--- src/verilog/plcm_map.svh ---
// Offsets, field positions, reset values and voltage codes of the
// link compliance and margin control block.
// Assumes byte addressing on a 12-bit APB address.
`ifndef PLCM_MAP_SVH
`define PLCM_MAP_SVH

// Register byte offsets
`define PLCM_LCTL2_OFS 12'h070
`define PLCM_STAT_OFS 12'h100

// Field positions in link_control_two
`define PLCM_TM_LSB 7
`define PLCM_TM_MSB 9
`define PLCM_MC_BIT 10
`define PLCM_SKP_BIT 11
`define PLCM_DE_BIT 12

// Reset values
`define PLCM_TM_RST 3'h0
`define PLCM_BIT_RST 1'h0

// Margin codes
`define PLCM_TM_NORMAL 3'h0
`define PLCM_TM_LAST 3'h5

// Full-swing and low-swing voltages in mV for codes 1 to 5
`define PLCM_FS1 10'h384
`define PLCM_LS1 10'h1f4
`define PLCM_FS2 10'h2bc
`define PLCM_LS2 10'h190
`define PLCM_FS3 10'h1f4
`define PLCM_LS3 10'h12c
`define PLCM_FS4 10'h12c
`define PLCM_LS4 10'h0c8
`define PLCM_FS5 10'h0c8
`define PLCM_LS5 10'h064
`define PLCM_MV_NONE 10'h000

`endif

--- src/verilog/plcm_pkg.sv ---
// Types of the link compliance and margin control block.
// Assumes nothing beyond the map header.
package plcm_pkg;

   // Events and levels reported by the link training state machine
   typedef struct packed {
      logic enter_pol_cfg;  // Pulse: entering Polling.Configuration
      logic rcvr_lock;      // Pulse: passing Recovery.RcvrLock
      logic in_pol_comp;    // Level: in Polling.Compliance
      logic comp_via_force; // Level: compliance reached by forcing
   } plcm_ltssm_t;

   // Settings handed to the transmitter and state machine
   typedef struct packed {
      logic [2:0] margin_code;
      logic [9:0] full_mv;
      logic [9:0] low_mv;
      logic use_lane_drive;
      logic mod_pattern;
      logic skip_insert;
      logic deemph_override;
      logic deemph_35db;
   } plcm_tx_t;

   // Whole state of the block
   typedef struct packed {
      logic [2:0] margin_sel;
      logic mc;
      logic skp;
      logic de;
      logic [2:0] applied;
      logic pready;
      logic pslverr;
      logic [31:0] prdata;
      plcm_tx_t tx;
   } plcm_state_t;

endpackage

--- src/verilog/plcm_ctl.sv ---
// Bits 7 to 12 of link_control_two with margin and compliance controls.
// Assumes an APB master on pclk and a state machine giving events
// synchronous to pclk; presetn is the power-on reset.
//
// Local design decisions: the address map and register access over APB.
`timescale 1ns/1ps
`include "plcm_map.svh"

module plcm_ctl (
   // Clock and resets
   input wire logic pclk,
   input wire logic presetn,
   input wire logic warm_rst_n,
   // APB slave
   input wire logic psel,
   input wire logic penable,
   input wire logic pwrite,
   input wire logic [11:0] paddr,
   input wire logic [31:0] pwdata,
   input wire logic [3:0] pstrb,
   output logic [31:0] prdata,
   output logic pready,
   output logic pslverr,
   // Link training state machine
   input wire plcm_pkg::plcm_ltssm_t ltssm,
   output plcm_pkg::plcm_tx_t tx
);
   import plcm_pkg::*;

   plcm_state_t st;
   plcm_state_t next_st;
   logic setup;
   logic wr;
   logic [31:0] lctl2_word;
   logic [31:0] stat_word;

   ////////////////////////////////////////////////////////////////////
   // Margin code to voltage pair; reserved and normal give none
   function automatic logic [19:0] margin_mv(input logic [2:0] code);
      logic [19:0] r;
      r = {`PLCM_MV_NONE, `PLCM_MV_NONE};
      unique case (code)
         3'h1: r = {`PLCM_FS1, `PLCM_LS1};
         3'h2: r = {`PLCM_FS2, `PLCM_LS2};
         3'h3: r = {`PLCM_FS3, `PLCM_LS3};
         3'h4: r = {`PLCM_FS4, `PLCM_LS4};
         3'h5: r = {`PLCM_FS5, `PLCM_LS5};
         default: r = {`PLCM_MV_NONE, `PLCM_MV_NONE};
      endcase
      return r;
   endfunction

   ////////////////////////////////////////////////////////////////////
   // Read views; unlisted and reserved bits are zero
   always_comb begin
      lctl2_word = 32'h0000_0000;
      lctl2_word[`PLCM_TM_MSB:`PLCM_TM_LSB] = st.margin_sel;
      lctl2_word[`PLCM_MC_BIT] = st.mc;
      lctl2_word[`PLCM_SKP_BIT] = st.skp;
      lctl2_word[`PLCM_DE_BIT] = st.de;
      stat_word = 32'h0000_0000;
      stat_word[2:0] = st.applied;
      stat_word[3] = st.tx.use_lane_drive;
      stat_word[4] = ltssm.in_pol_comp;
      stat_word[5] = (st.applied != st.margin_sel); // Waits for retrain
   end

   assign setup = psel & ~penable;
   assign wr = psel & penable & st.pready & pwrite & ~st.pslverr;

   ////////////////////////////////////////////////////////////////////
   // Next state: bus answer, field writes, hardware updates
   always_comb begin
      next_st = st;
      // One wait-free access: answer prepared during setup
      next_st.pready = setup;
      next_st.pslverr = 1'b0;
      next_st.prdata = 32'h0000_0000;
      if (setup) begin
         if (paddr == `PLCM_LCTL2_OFS) begin
            next_st.prdata = pwrite ? 32'h0000_0000 : lctl2_word;
         end else if (paddr == `PLCM_STAT_OFS) begin
            next_st.prdata = pwrite ? 32'h0000_0000 : stat_word;
         end else begin
            next_st.pslverr = 1'b1; // Unmapped address
         end
      end
      // Writes land at the access edge; status word is read-only
      if (wr && paddr == `PLCM_LCTL2_OFS) begin
         if (pstrb[0]) begin
            next_st.margin_sel[0] = pwdata[`PLCM_TM_LSB];
         end
         if (pstrb[1]) begin
            next_st.margin_sel[2:1] = pwdata[`PLCM_TM_MSB:`PLCM_TM_LSB+1];
            next_st.mc = pwdata[`PLCM_MC_BIT];
            next_st.skp = pwdata[`PLCM_SKP_BIT];
            next_st.de = pwdata[`PLCM_DE_BIT];
         end
      end
      // Hardware clear beats a same-cycle software write
      if (ltssm.enter_pol_cfg) begin
         next_st.margin_sel = `PLCM_TM_RST;
      end
      // Old margin keeps driving until the lock state is passed
      if (ltssm.rcvr_lock) begin
         next_st.applied = st.margin_sel;
      end
      // Margin drive settings follow the applied code; compliance modes follow the fields, the override follows forced entry
      next_st.tx.margin_code = next_st.applied;
      {next_st.tx.full_mv, next_st.tx.low_mv} = margin_mv(next_st.applied);
      next_st.tx.use_lane_drive = (next_st.applied == `PLCM_TM_NORMAL) ||
         (next_st.applied > `PLCM_TM_LAST);
      next_st.tx.mod_pattern = ltssm.in_pol_comp & st.mc;
      next_st.tx.skip_insert = ltssm.in_pol_comp & st.skp;
      next_st.tx.deemph_override =
         ltssm.in_pol_comp & ltssm.comp_via_force;
      next_st.tx.deemph_35db = st.de;
      // Warm reset drops live compliance modes, not sticky fields
      if (!warm_rst_n) begin
         next_st.tx.mod_pattern = 1'b0;
         next_st.tx.skip_insert = 1'b0;
         next_st.tx.deemph_override = 1'b0;
      end
   end

   ////////////////////////////////////////////////////////////////////
   // State register; only power-on reset clears the sticky fields
   always_ff @(posedge pclk or negedge presetn) begin
      if (!presetn) begin
         st <= '0;
         st.tx.use_lane_drive <= 1'b1;
      end else begin
         st <= next_st;
      end
   end

   assign prdata = st.prdata;
   assign pready = st.pready;
   assign pslverr = st.pslverr;
   assign tx = st.tx;
endmodule

--- config.mk ---
export PLATFORM = sky130hd
export DESIGN_NAME = plcm_ctl
export DESIGN_NICKNAME = d
export VERILOG_FILES = /design/src/verilog/plcm_pkg.sv /design/src/verilog/plcm_ctl.sv
export VERILOG_INCLUDE_DIRS = /design/src /design/src/verilog
export SDC_FILE = /design/constraint.sdc
export NUM_CORES = 1
export LEC_CHECK = 0
export ABC_CLOCK_PERIOD_IN_PS = 2300
export BUFFER_PORTS_ARGS = -buffer_cell sky130_fd_sc_hd__buf_4
export CELL_PAD_IN_SITES_DETAIL_PLACEMENT = 1
export CELL_PAD_IN_SITES_GLOBAL_PLACEMENT = 1
export CORE_UTILIZATION = 32
export DETAILED_ROUTE_END_ITERATION = 8
export GPL_TIMING_DRIVEN = 0
export PLACE_DENSITY_LB_ADDON = 0.15
export SLEW_MARGIN = 10
export SYNTH_ARGS = -nofsm -noshare
export SYNTH_HDL_FRONTEND = slang
export SYNTH_SLANG_ARGS = --single-unit
--- constraint.sdc ---
create_clock -name pclk -period 2.3 [get_ports pclk]
set_clock_uncertainty 0.15 [all_clocks]
set_input_delay 0.345 -clock pclk [delete_from_list [all_inputs] [get_ports pclk]]
set_output_delay 0.345 -clock pclk [all_outputs]
set_load 0.01 [all_outputs]
==> results.cfg, run 1 <==
[grt]
first_global_vias = 1257
grt_start_max_net_pins = 42
grt_antenna_before_repair = 0
globalRouteOverflowTotal = 0
grt_pass1_wl_um = 5950
track_usage = 0.133

[pwr]
power_leakage_nw = 1.48
combPwrFrac = 0.088
p_int_mw = 1.15
p_sw_uw = 285
seqPwrFrac = 0.506
power_frac_clock = 0.406
powerDensity_nw_per_um2 = 557
ir_drop_uv = 357
switching_share = 0.199

[layout]
diodes = 0
drive_gt1_frac = 0.461
fillers = 599
area_delta_synth_final_pct = 45.2
nNetsFinal = 300
final_core_util = 0.494

[worst_setup_path]
critPathKind = reg -> reg
setup.worst_path.start_class = register
slowest_stage = mux2i_1
critical_path_required_ns = 2.32
cp.depth = 4
crit_chain = mux2i_1 > inv_1 > nand2_1 > o21ai_0
crit_buf_inv = 1
rr_worst_depth = 4
critPathMaxFanout = 7
path_delay_family = multiplexers
slowest_delay_ns = 0.46
cp-end-kind = register
cp.arrival_ns = 1.69

[synthesis]
synth.distinct_cells = 28
ys_ff_latch = 41
yosysTopAreaCell = dfrtp_1
yosys-mux-area-fraction = 0.0615
synth-compound-area-share = 0.0375
synth_top_area_frac = 0.565
synth_most_common_cell = dfrtp_1
avgSynthCellArea_um2 = 12.3
synthTopCellsByCount = dfrtp_1, buf_4, and2_1
synthTopCellsByArea = dfrtp_1, buf_4, and2_1, mux2i_1, mux2_4
yosys.area_share.adder = 0
synth_xor_area_frac = 0.0247
synth_edf_count = 0
synth_simple_gate_area_share = 0.160
syn_inst = 144
synth-warning-count = 0
syn-cell-area_um2 = 1770
seq_area_frac_synth = 0.580
yosys_most_used_dff = dfrtp_1
ys_async_sr_fraction = 1.00
synth_top_family_by_area = simple AND/OR/NAND/NOR gates

[placement]
place.gp.congestion = 0.679
dp_hpwl_um = 2810
portBuffers = 66

[detailed_routing]
drc = 0
routed_via_density = 4.04
wl_met1_um = 1480
drt_first_pass_iters = 4
routed_wl_um = 3600
drt_iter0_markers = 43
num_vias = 1263
wl_met3_um = 255
met2_wirelength_um = 1800
routed.top_layer = met4
wl_per_cell_um = 11.5
antenna_left = 0

[timing]
rsz0062_at_grt = no
tns_ns = 0
relSlewSlack = 0.633
worstMarginPinSlew_ns = 0.536
fin_crit_sh = 0.730
fin_crit_ns = 1.68
clock.fmax_mhz = 596
setup_viol = 0
slew_viol_final = 0
timing_hold_violations_final = 0

[die]
initial_core_util = 0.340
fp.coreArea_um2 = 5200
dieArea_um2 = 5830
die_h_um = 76.4
rows = 26
io_pins = 120
dieWidth_um = 76.4

[clock_tree]
cts_setup_buffers = 0
cts_sinks = 41
hold_buffers = 1
h-tree-depth = 2
cts_tree = yes
root_buffer = clkbuf_8
cts_resized = 0
path_clk_slew_ns = 0.07
cts_inserted_buffers = 5
clkLatencyLatePin_ns = 0.28
ctsLongestPathBuffers = 2

[worst_hold_path]
hold_path_class = in -> reg
min_delay_path_depth = 2

[run]
cap_violations = 0

[outcome]
status = complete, no violations
-- metal layers --
layer,vias up,GRT usage
li1,616,-
met5,-,0
met3,5,0.0455
met4,0,0.0519
met1,591,0.152
met2,51,0.229
-- stage by stage --
| stage | std cells | hold WS, ns | setup slack (ns) | cell area, um^2 | total power, mW |
|---|---|---|---|---|---|
| 6_report | 313 | 0.137 | 0.622 | 2570 | 1.43 |
| 5_1_grt | 313 | 0.133 | 0.393 | 2570 | 1.49 |
| 4_1_cts | 313 | 0.129 | 0.609 | 2570 | 1.44 |
| 3_5_place_dp | 304 | 0.192 | 0.423 | 2440 | 0.863 |
| 3_3_place_gp | 304 | 0.195 | 0.428 | 2440 | 0.862 |
| 2_1_floorplan | 168 | -0.101 | 0.664 | 1860 | 0.800 |
-- path summary, 6_finish.rpt --
| kind | startpoint | endpoint | slack, ns |
|---|---|---|---|
| worst max-delay path | lctl2_word[8] | tx[22] | 0.62 |
| worst min register to register | lctl2_word[12] | tx[0] | 0.25 |
| worst max register to register | lctl2_word[8] | tx[22] | 0.62 |
| worst min-delay path | pwdata[12] | lctl2_word[12] | 0.14 |
| min in group asynchronous | presetn | prdata[10] | 0.43 |
| max in group asynchronous | presetn | tx[4] | 1.22 |
-- placed cells by master (no fill, tap or decap), types with 2 or more instances in the layout --
| cell type | synthesis | final |
|---|---|---|
| a21oi_1 | 5 | 5 |
| and2_1 | 12 | 12 |
| and3_1 | 4 | 4 |
| buf_4 | 27 | 93 |
| clkbuf_8 | 0 | 6 |
| conb_1 | 1 | 25 |
| dfrtp_1 | 40 | 40 |
| inv_1 | 5 | 5 |
| mux2_4 | 3 | 3 |
| mux2i_1 | 5 | 5 |
| nand2_1 | 6 | 6 |
| nand2b_1 | 7 | 7 |
| nand3_1 | 4 | 4 |
| nor4_2 | 3 | 3 |
| o21ai_0 | 5 | 5 |
| xnor2_1 | 2 | 2 |
| xor2_1 | 3 | 3 |
-- cell type report --
cell class,count,area [um^2],share of cell area
buffer,29,219,0.0852
clock buffer,7,86.3,0.0336
clock inverter,1,30.0,0.0117
inverter,5,18.8,0.00730
multi-input combinational,93,596,0.232
sequential,41,1030,0.400
tap,70,87.6,0.0341
timing repair buffer,67,505,0.197
-- sequential cells by signal, indices dropped and copies added (netlist names) --
name	cells
lctl2_word	6
tx	21
prdata	12
pready	1
pslverr	1
-- logic make-up after synthesis --
kind of cell           after synthesis
multiplexers                         9
other                                1
buffers and inverters               34
AND/OR/NAND/NOR                     42
XOR/XNOR                             5
flip-flops                          41
AO/OA/AOI/OAI                       12
-- power by group through the flow --
stage / Sequential (mW) / Combinational [mW] / Clock, mW
floorplan: 0.740 / 0.0603 / 0
global placement: 0.738 / 0.123 / 0
detailed placement: 0.738 / 0.124 / 0
CTS: 0.724 / 0.126 / 0.594
global route: 0.724 / 0.139 / 0.630
finish: 0.724 / 0.126 / 0.581
No activity file was read; power rests on OpenSTA's default activity.
==> run 2: changes to the inputs <==
Settings changed: ABC_CLOCK_PERIOD_IN_PS 2300 to 1700, CORE_UTILIZATION 32 to 30.
Clock period 2.3 ns to 1.7 ns, I/O delays scaled along.
==> run 2 against run 1 <==
Effect of this change: first-iteration DRC count shrank 26%; routed wire length grew 11%; largest power group unchanged; setup slack lost 0.51 ns; non-clock buffer count is the same; final cell count grew 0.64%; critical path depth grew 1; register-to-register slack lost 0.51 ns.
==> results.cfg, run 2 (synthesis results as in run 1) <==
[grt]
track_usage = 0.134
globalRouteOverflowTotal = 0
first_global_vias = 1292
grt_antenna_before_repair = 0
grt_start_max_net_pins = 42
grt_pass1_wl_um = 6270

[clock_tree]
cts_setup_buffers = 0
root_buffer = clkbuf_8
cts_sinks = 41
h-tree-depth = 2
clkLatencyLatePin_ns = 0.29
ctsLongestPathBuffers = 2
cts_tree = yes
path_clk_slew_ns = 0.07
cts_inserted_buffers = 5

[pwr]
ir_drop_uv = 259
finalPower_mw = 1.76
power_leakage_nw = 1.46
powerDensity_nw_per_um2 = 686

[layout]
final_common_cell = buf_4
top_register = tx
nNetsFinal = 300
final_cells = 315
fillers = 658
drive_gt1_frac = 0.465
area_delta_synth_final_pct = 44.7
largest_register_ffs = 21
diodes = 0
layout_common_cells = buf_4, dfrtp_1, conb_1, and2_1, nand2b_1

[detailed_routing]
drt_iter0_markers = 32
drc = 0
num_vias = 1288
wl_per_cell_um = 12.6
routed_wl_um = 3980
drt_first_pass_iters = 4
routed_via_density = 4.09
antenna_left = 0

[die]
rows = 27
dieWidth_um = 78.8
initial_core_util = 0.316
fp.coreArea_um2 = 5610
dieArea_um2 = 6210
die_h_um = 78.8
io_pins = 120

[timing]
worstMarginPinSlew_ns = 0.569
rsz0062_at_grt = no
relSlewSlack = 0.617
setup_viol = 0
slew_viol_final = 0
clock.fmax_mhz = 628
timing_hold_violations_final = 0
fin_crit_sh = 0.937
tns_ns = 0
fin_crit_ns = 1.59

[worst_setup_path]
setup.worst_path.start_class = register
critical_path_required_ns = 1.72
critPathMaxFanout = 5
slowest_delay_ns = 0.35
crit_chain = nand4_1 > nor3_1 > and3_1 > buf_6 > mux2_4
cp.arrival_ns = 1.62
crit_buf_inv = 1
cp-end-kind = register
slowest_stage = dfrtp_1
path_delay_family = simple AND/OR/NAND/NOR gates
critPathKind = reg -> reg

[worst_hold_path]
hold_path_class = in -> reg

[placement]
portBuffers = 66
dp_cells = 306
dp_hpwl_um = 3050
place.gp.congestion = 0.696

[run]
cap_violations = 0

[outcome]
status = complete, no violations
-- run 2: cell count changes in the layout (fill, tap and decap cells not counted) --
cell	before	now
mux2i_1	5	3
mux2i_4	0	2
bufinv_16	1	0
clkbuf_1	1	2
clkbuf_8	6	5
clkinv_2	0	1
-- run 2: layer usage --
layer | routed length (um) | vias up | track usage
met5 | 0 | - | 0
met4 | 78 | 0 | 0.0600
met3 | 246 | 6 | 0.0299
met2 | 1950 | 59 | 0.224
met1 | 1700 | 606 | 0.165
li1 | - | 617 | -
-- run 2: what timing repair did --
action	CTS	global route
hold buffers	1	0
endpoints found under the setup margin	4	4
pin swaps	0	0
hold endpoints to repair	40	0
resized for setup	1	3
-- run 2: worst register-to-register path: stages (launching register included) --
cell and delay (ns):
dfrtp_1 0.35, nand4_1 0.10, nor3_1 0.23, and3_1 0.21
buf_6 0.14, mux2_4 0.30
-- run 2: final timing paths --
kind,from,end,slack [ns],cells after the start
min in group asynchronous,presetn,tx[0],0.33,2
hold reg to reg,lctl2_word[12],tx[0],0.26,0
setup / recovery,pready,lctl2_word[11],0.11,5
hold / removal,pwdata[12],lctl2_word[12],0.05,2
max in group asynchronous,presetn,tx[4],0.71,2
setup reg to reg,pready,lctl2_word[11],0.11,5
-- run 2: stage by stage --
step	area [um^2]	setup slack [ns]	hold slack (ns)	utilization
after floorplan	1860	0.154	-0.191	-
after global placement	2450	-0.0802	0.118	0.436
after detailed placement	2450	-0.109	0.116	0.436
after CTS	2540	0.0835	0.0375	0.453
after global routing	2560	0.0481	0.0333	0.457
final	2560	0.108	0.0455	0.457
-- run 2: cell type report --
| type | count | area, um^2 | area share |
|---|---|---|---|
| plain buffers | 29 | 219 | 0.0854 |
| clock buffers | 7 | 76.3 | 0.0298 |
| clock inverters | 1 | 5.00 | 0.00195 |
| inverters | 5 | 18.8 | 0.00732 |
| multi-input cells | 93 | 621 | 0.242 |
| flip-flops and latches | 41 | 1030 | 0.401 |
| well taps | 72 | 90.1 | 0.0352 |
| repair buffers | 67 | 505 | 0.197 |
-- run 2: where the power goes --
| group | internal (mW) | switching [mW] |
|---|---|---|
| Sequential | 0.978 | 0.00155 |
| Clock | 0.288 | 0.314 |
| Combinational | 0.0955 | 0.0801 |
| Total | 1.36 | 0.396 |
==> run 3: changes to the inputs <==
Settings changed: RECOVER_POWER set to 50.
==> run 3 against run 2 <==
Effect of this change: final cell count stayed put; sequential share of layout area is 0.88 points higher; combinational power is 2% lower; clock power is 0.8% lower; global-route usage stayed put; critical endpoint unchanged; largest cell class unchanged; largest power group unchanged.
==> results.cfg, run 3 (synthesis results as in run 1) <==
[pwr]
p_sw_uw = 391
p_int_mw = 1.36
ir_drop_uv = 256
power_leakage_nw = 1.40
switching_share = 0.223
power_frac_clock = 0.341
seqPwrFrac = 0.560
powerDensity_nw_per_um2 = 698
combPwrFrac = 0.098

[layout]
largest_register_ffs = 21
diodes = 0
drive_gt1_frac = 0.407
layout_common_cells = buf_4, dfrtp_1, conb_1, clkbuf_1, and2_1
top_register = tx
fin_area_um2 = 2510
final_common_cell = buf_4
fillers = 656
nNetsFinal = 300
area_delta_synth_final_pct = 41.6

[run]
cap_violations = 0

[die]
rows = 27
dieWidth_um = 78.8
die_h_um = 78.8
io_pins = 120
fp.coreArea_um2 = 5610
dieArea_um2 = 6210
initial_core_util = 0.316

[worst_setup_path]
slowest_stage = dfrtp_1
critPathMaxFanout = 5
cp.arrival_ns = 1.61
crit_chain = nand4_1 > nor3_1 > and3_1 > buf_6 > mux2_4
critical_path_required_ns = 1.72
slowest_delay_ns = 0.35
critPathKind = reg -> reg
cp-end-kind = register
setup.worst_path.start_class = register

[timing]
rsz0062_at_grt = no
setup_viol = 0
fin_crit_sh = 0.934
layout_setup_ws_ns = 0.112
relSlewSlack = 0.347
slew_viol_final = 0
timing_hold_violations_final = 0
clock.fmax_mhz = 630
worstMarginPinSlew_ns = 0.980
fin_crit_ns = 1.59

[clock_tree]
cts_sinks = 41
root_buffer = clkbuf_8
ctsLongestPathBuffers = 2
cts_inserted_buffers = 5
h-tree-depth = 2
path_clk_slew_ns = 0.07
cts_setup_buffers = 0
cts_tree = yes
clkLatencyLatePin_ns = 0.29

[grt]
globalRouteOverflowTotal = 0
first_global_vias = 1292
grt_antenna_before_repair = 0
grt_start_max_net_pins = 42
track_usage = 0.134
grt_pass1_wl_um = 6270

[placement]
postPlaceCellArea_um2 = 2450
place.gp.congestion = 0.696
dp_hpwl_um = 3050
portBuffers = 66
pre_cts_slack_ns = -0.109

[detailed_routing]
wl_per_cell_um = 12.6
routed_wl_um = 3960
drt_first_pass_iters = 4
routed_via_density = 4.05
num_vias = 1275
antenna_left = 0
drc = 0
drt_iter0_markers = 32

[outcome]
status = complete, no violations

[worst_hold_path]
hold_path_class = in -> reg
run 3: power by group through the flow:
| stage | Combinational (mW) | Clock [mW] | Sequential, mW |
|---|---|---|---|
| 3_5_place_dp | 0.171 | 0 | 0.999 |
| 4_1_cts | 0.174 | 0.627 | 0.980 |
| 6_report | 0.172 | 0.597 | 0.980 |
| 3_3_place_gp | 0.168 | 0 | 0.999 |
| 5_1_grt | 0.188 | 0.675 | 0.980 |
| 2_1_floorplan | 0.0816 | 0 | 1.00 |
run 3: critical path, delay by kind of cell (launching register included):
family                 cells  cell delay [ns]
flip-flops                 1             0.35
AND/OR/NAND/NOR            3             0.54
multiplexers               1             0.30
buffers and inverters      1             0.14
run 3: layout make-up:
cell class              instances  area (um^2)  share of cell area
flip-flops and latches         41         1030               0.410
multi-input cells              93          617               0.246
repair buffers                 67          454               0.181
plain buffers                  29          219              0.0873
well taps                      72         90.1              0.0359
clock buffers                   7         76.3              0.0304
inverters                       5         18.8             0.00749
clock inverters                 1         5.00             0.00200
run 3: worst paths after layout:
kind | startpoint | to | slack (ns) | cells past startpoint
max in group asynchronous | presetn | prdata[9] | 0.28 | 2
hold / removal | pwdata[12] | lctl2_word[12] | 0.05 | 2
min in group asynchronous | presetn | tx[0] | 0.51 | 2
setup reg to reg | pready | lctl2_word[11] | 0.11 | 5
setup / recovery | pready | lctl2_word[11] | 0.11 | 5
hold reg to reg | lctl2_word[12] | tx[0] | 0.26 | 0
run 3: metal layers:
layer | global-route usage | vias to the layer above | part of all wire
li1 | - | 616 | -
met1 | 0.165 | 594 | 0.42
met2 | 0.224 | 58 | 0.49
met3 | 0.0299 | 7 | 0.066
met4 | 0.0600 | 0 | 0.017
met5 | 0 | - | 0
run 3: per-stage QoR:
stage | utilization | hold slack, ns | std cells | TNS (ns) | power (mW)
finish | 0.447 | 0.0469 | 315 | 0 | 1.75
global route | 0.447 | 0.0333 | 315 | 0 | 1.84
CTS | 0.453 | 0.0375 | 315 | 0 | 1.78
detailed placement | 0.436 | 0.116 | 306 | -0.368 | 1.17
global placement | 0.436 | 0.118 | 306 | -0.250 | 1.17
floorplan | - | -0.191 | 168 | 0 | 1.08
run 3: timing repair:
| item | 4_1_cts | 5_1_grt |
|---|---|---|
| hold endpoints to repair | 40 | 0 |
| hold buffers | 1 | 0 |
| gates resized for setup | 1 | 3 |
| endpoints found under the setup margin | 4 | 4 |
| pin swaps | 0 | 0 |
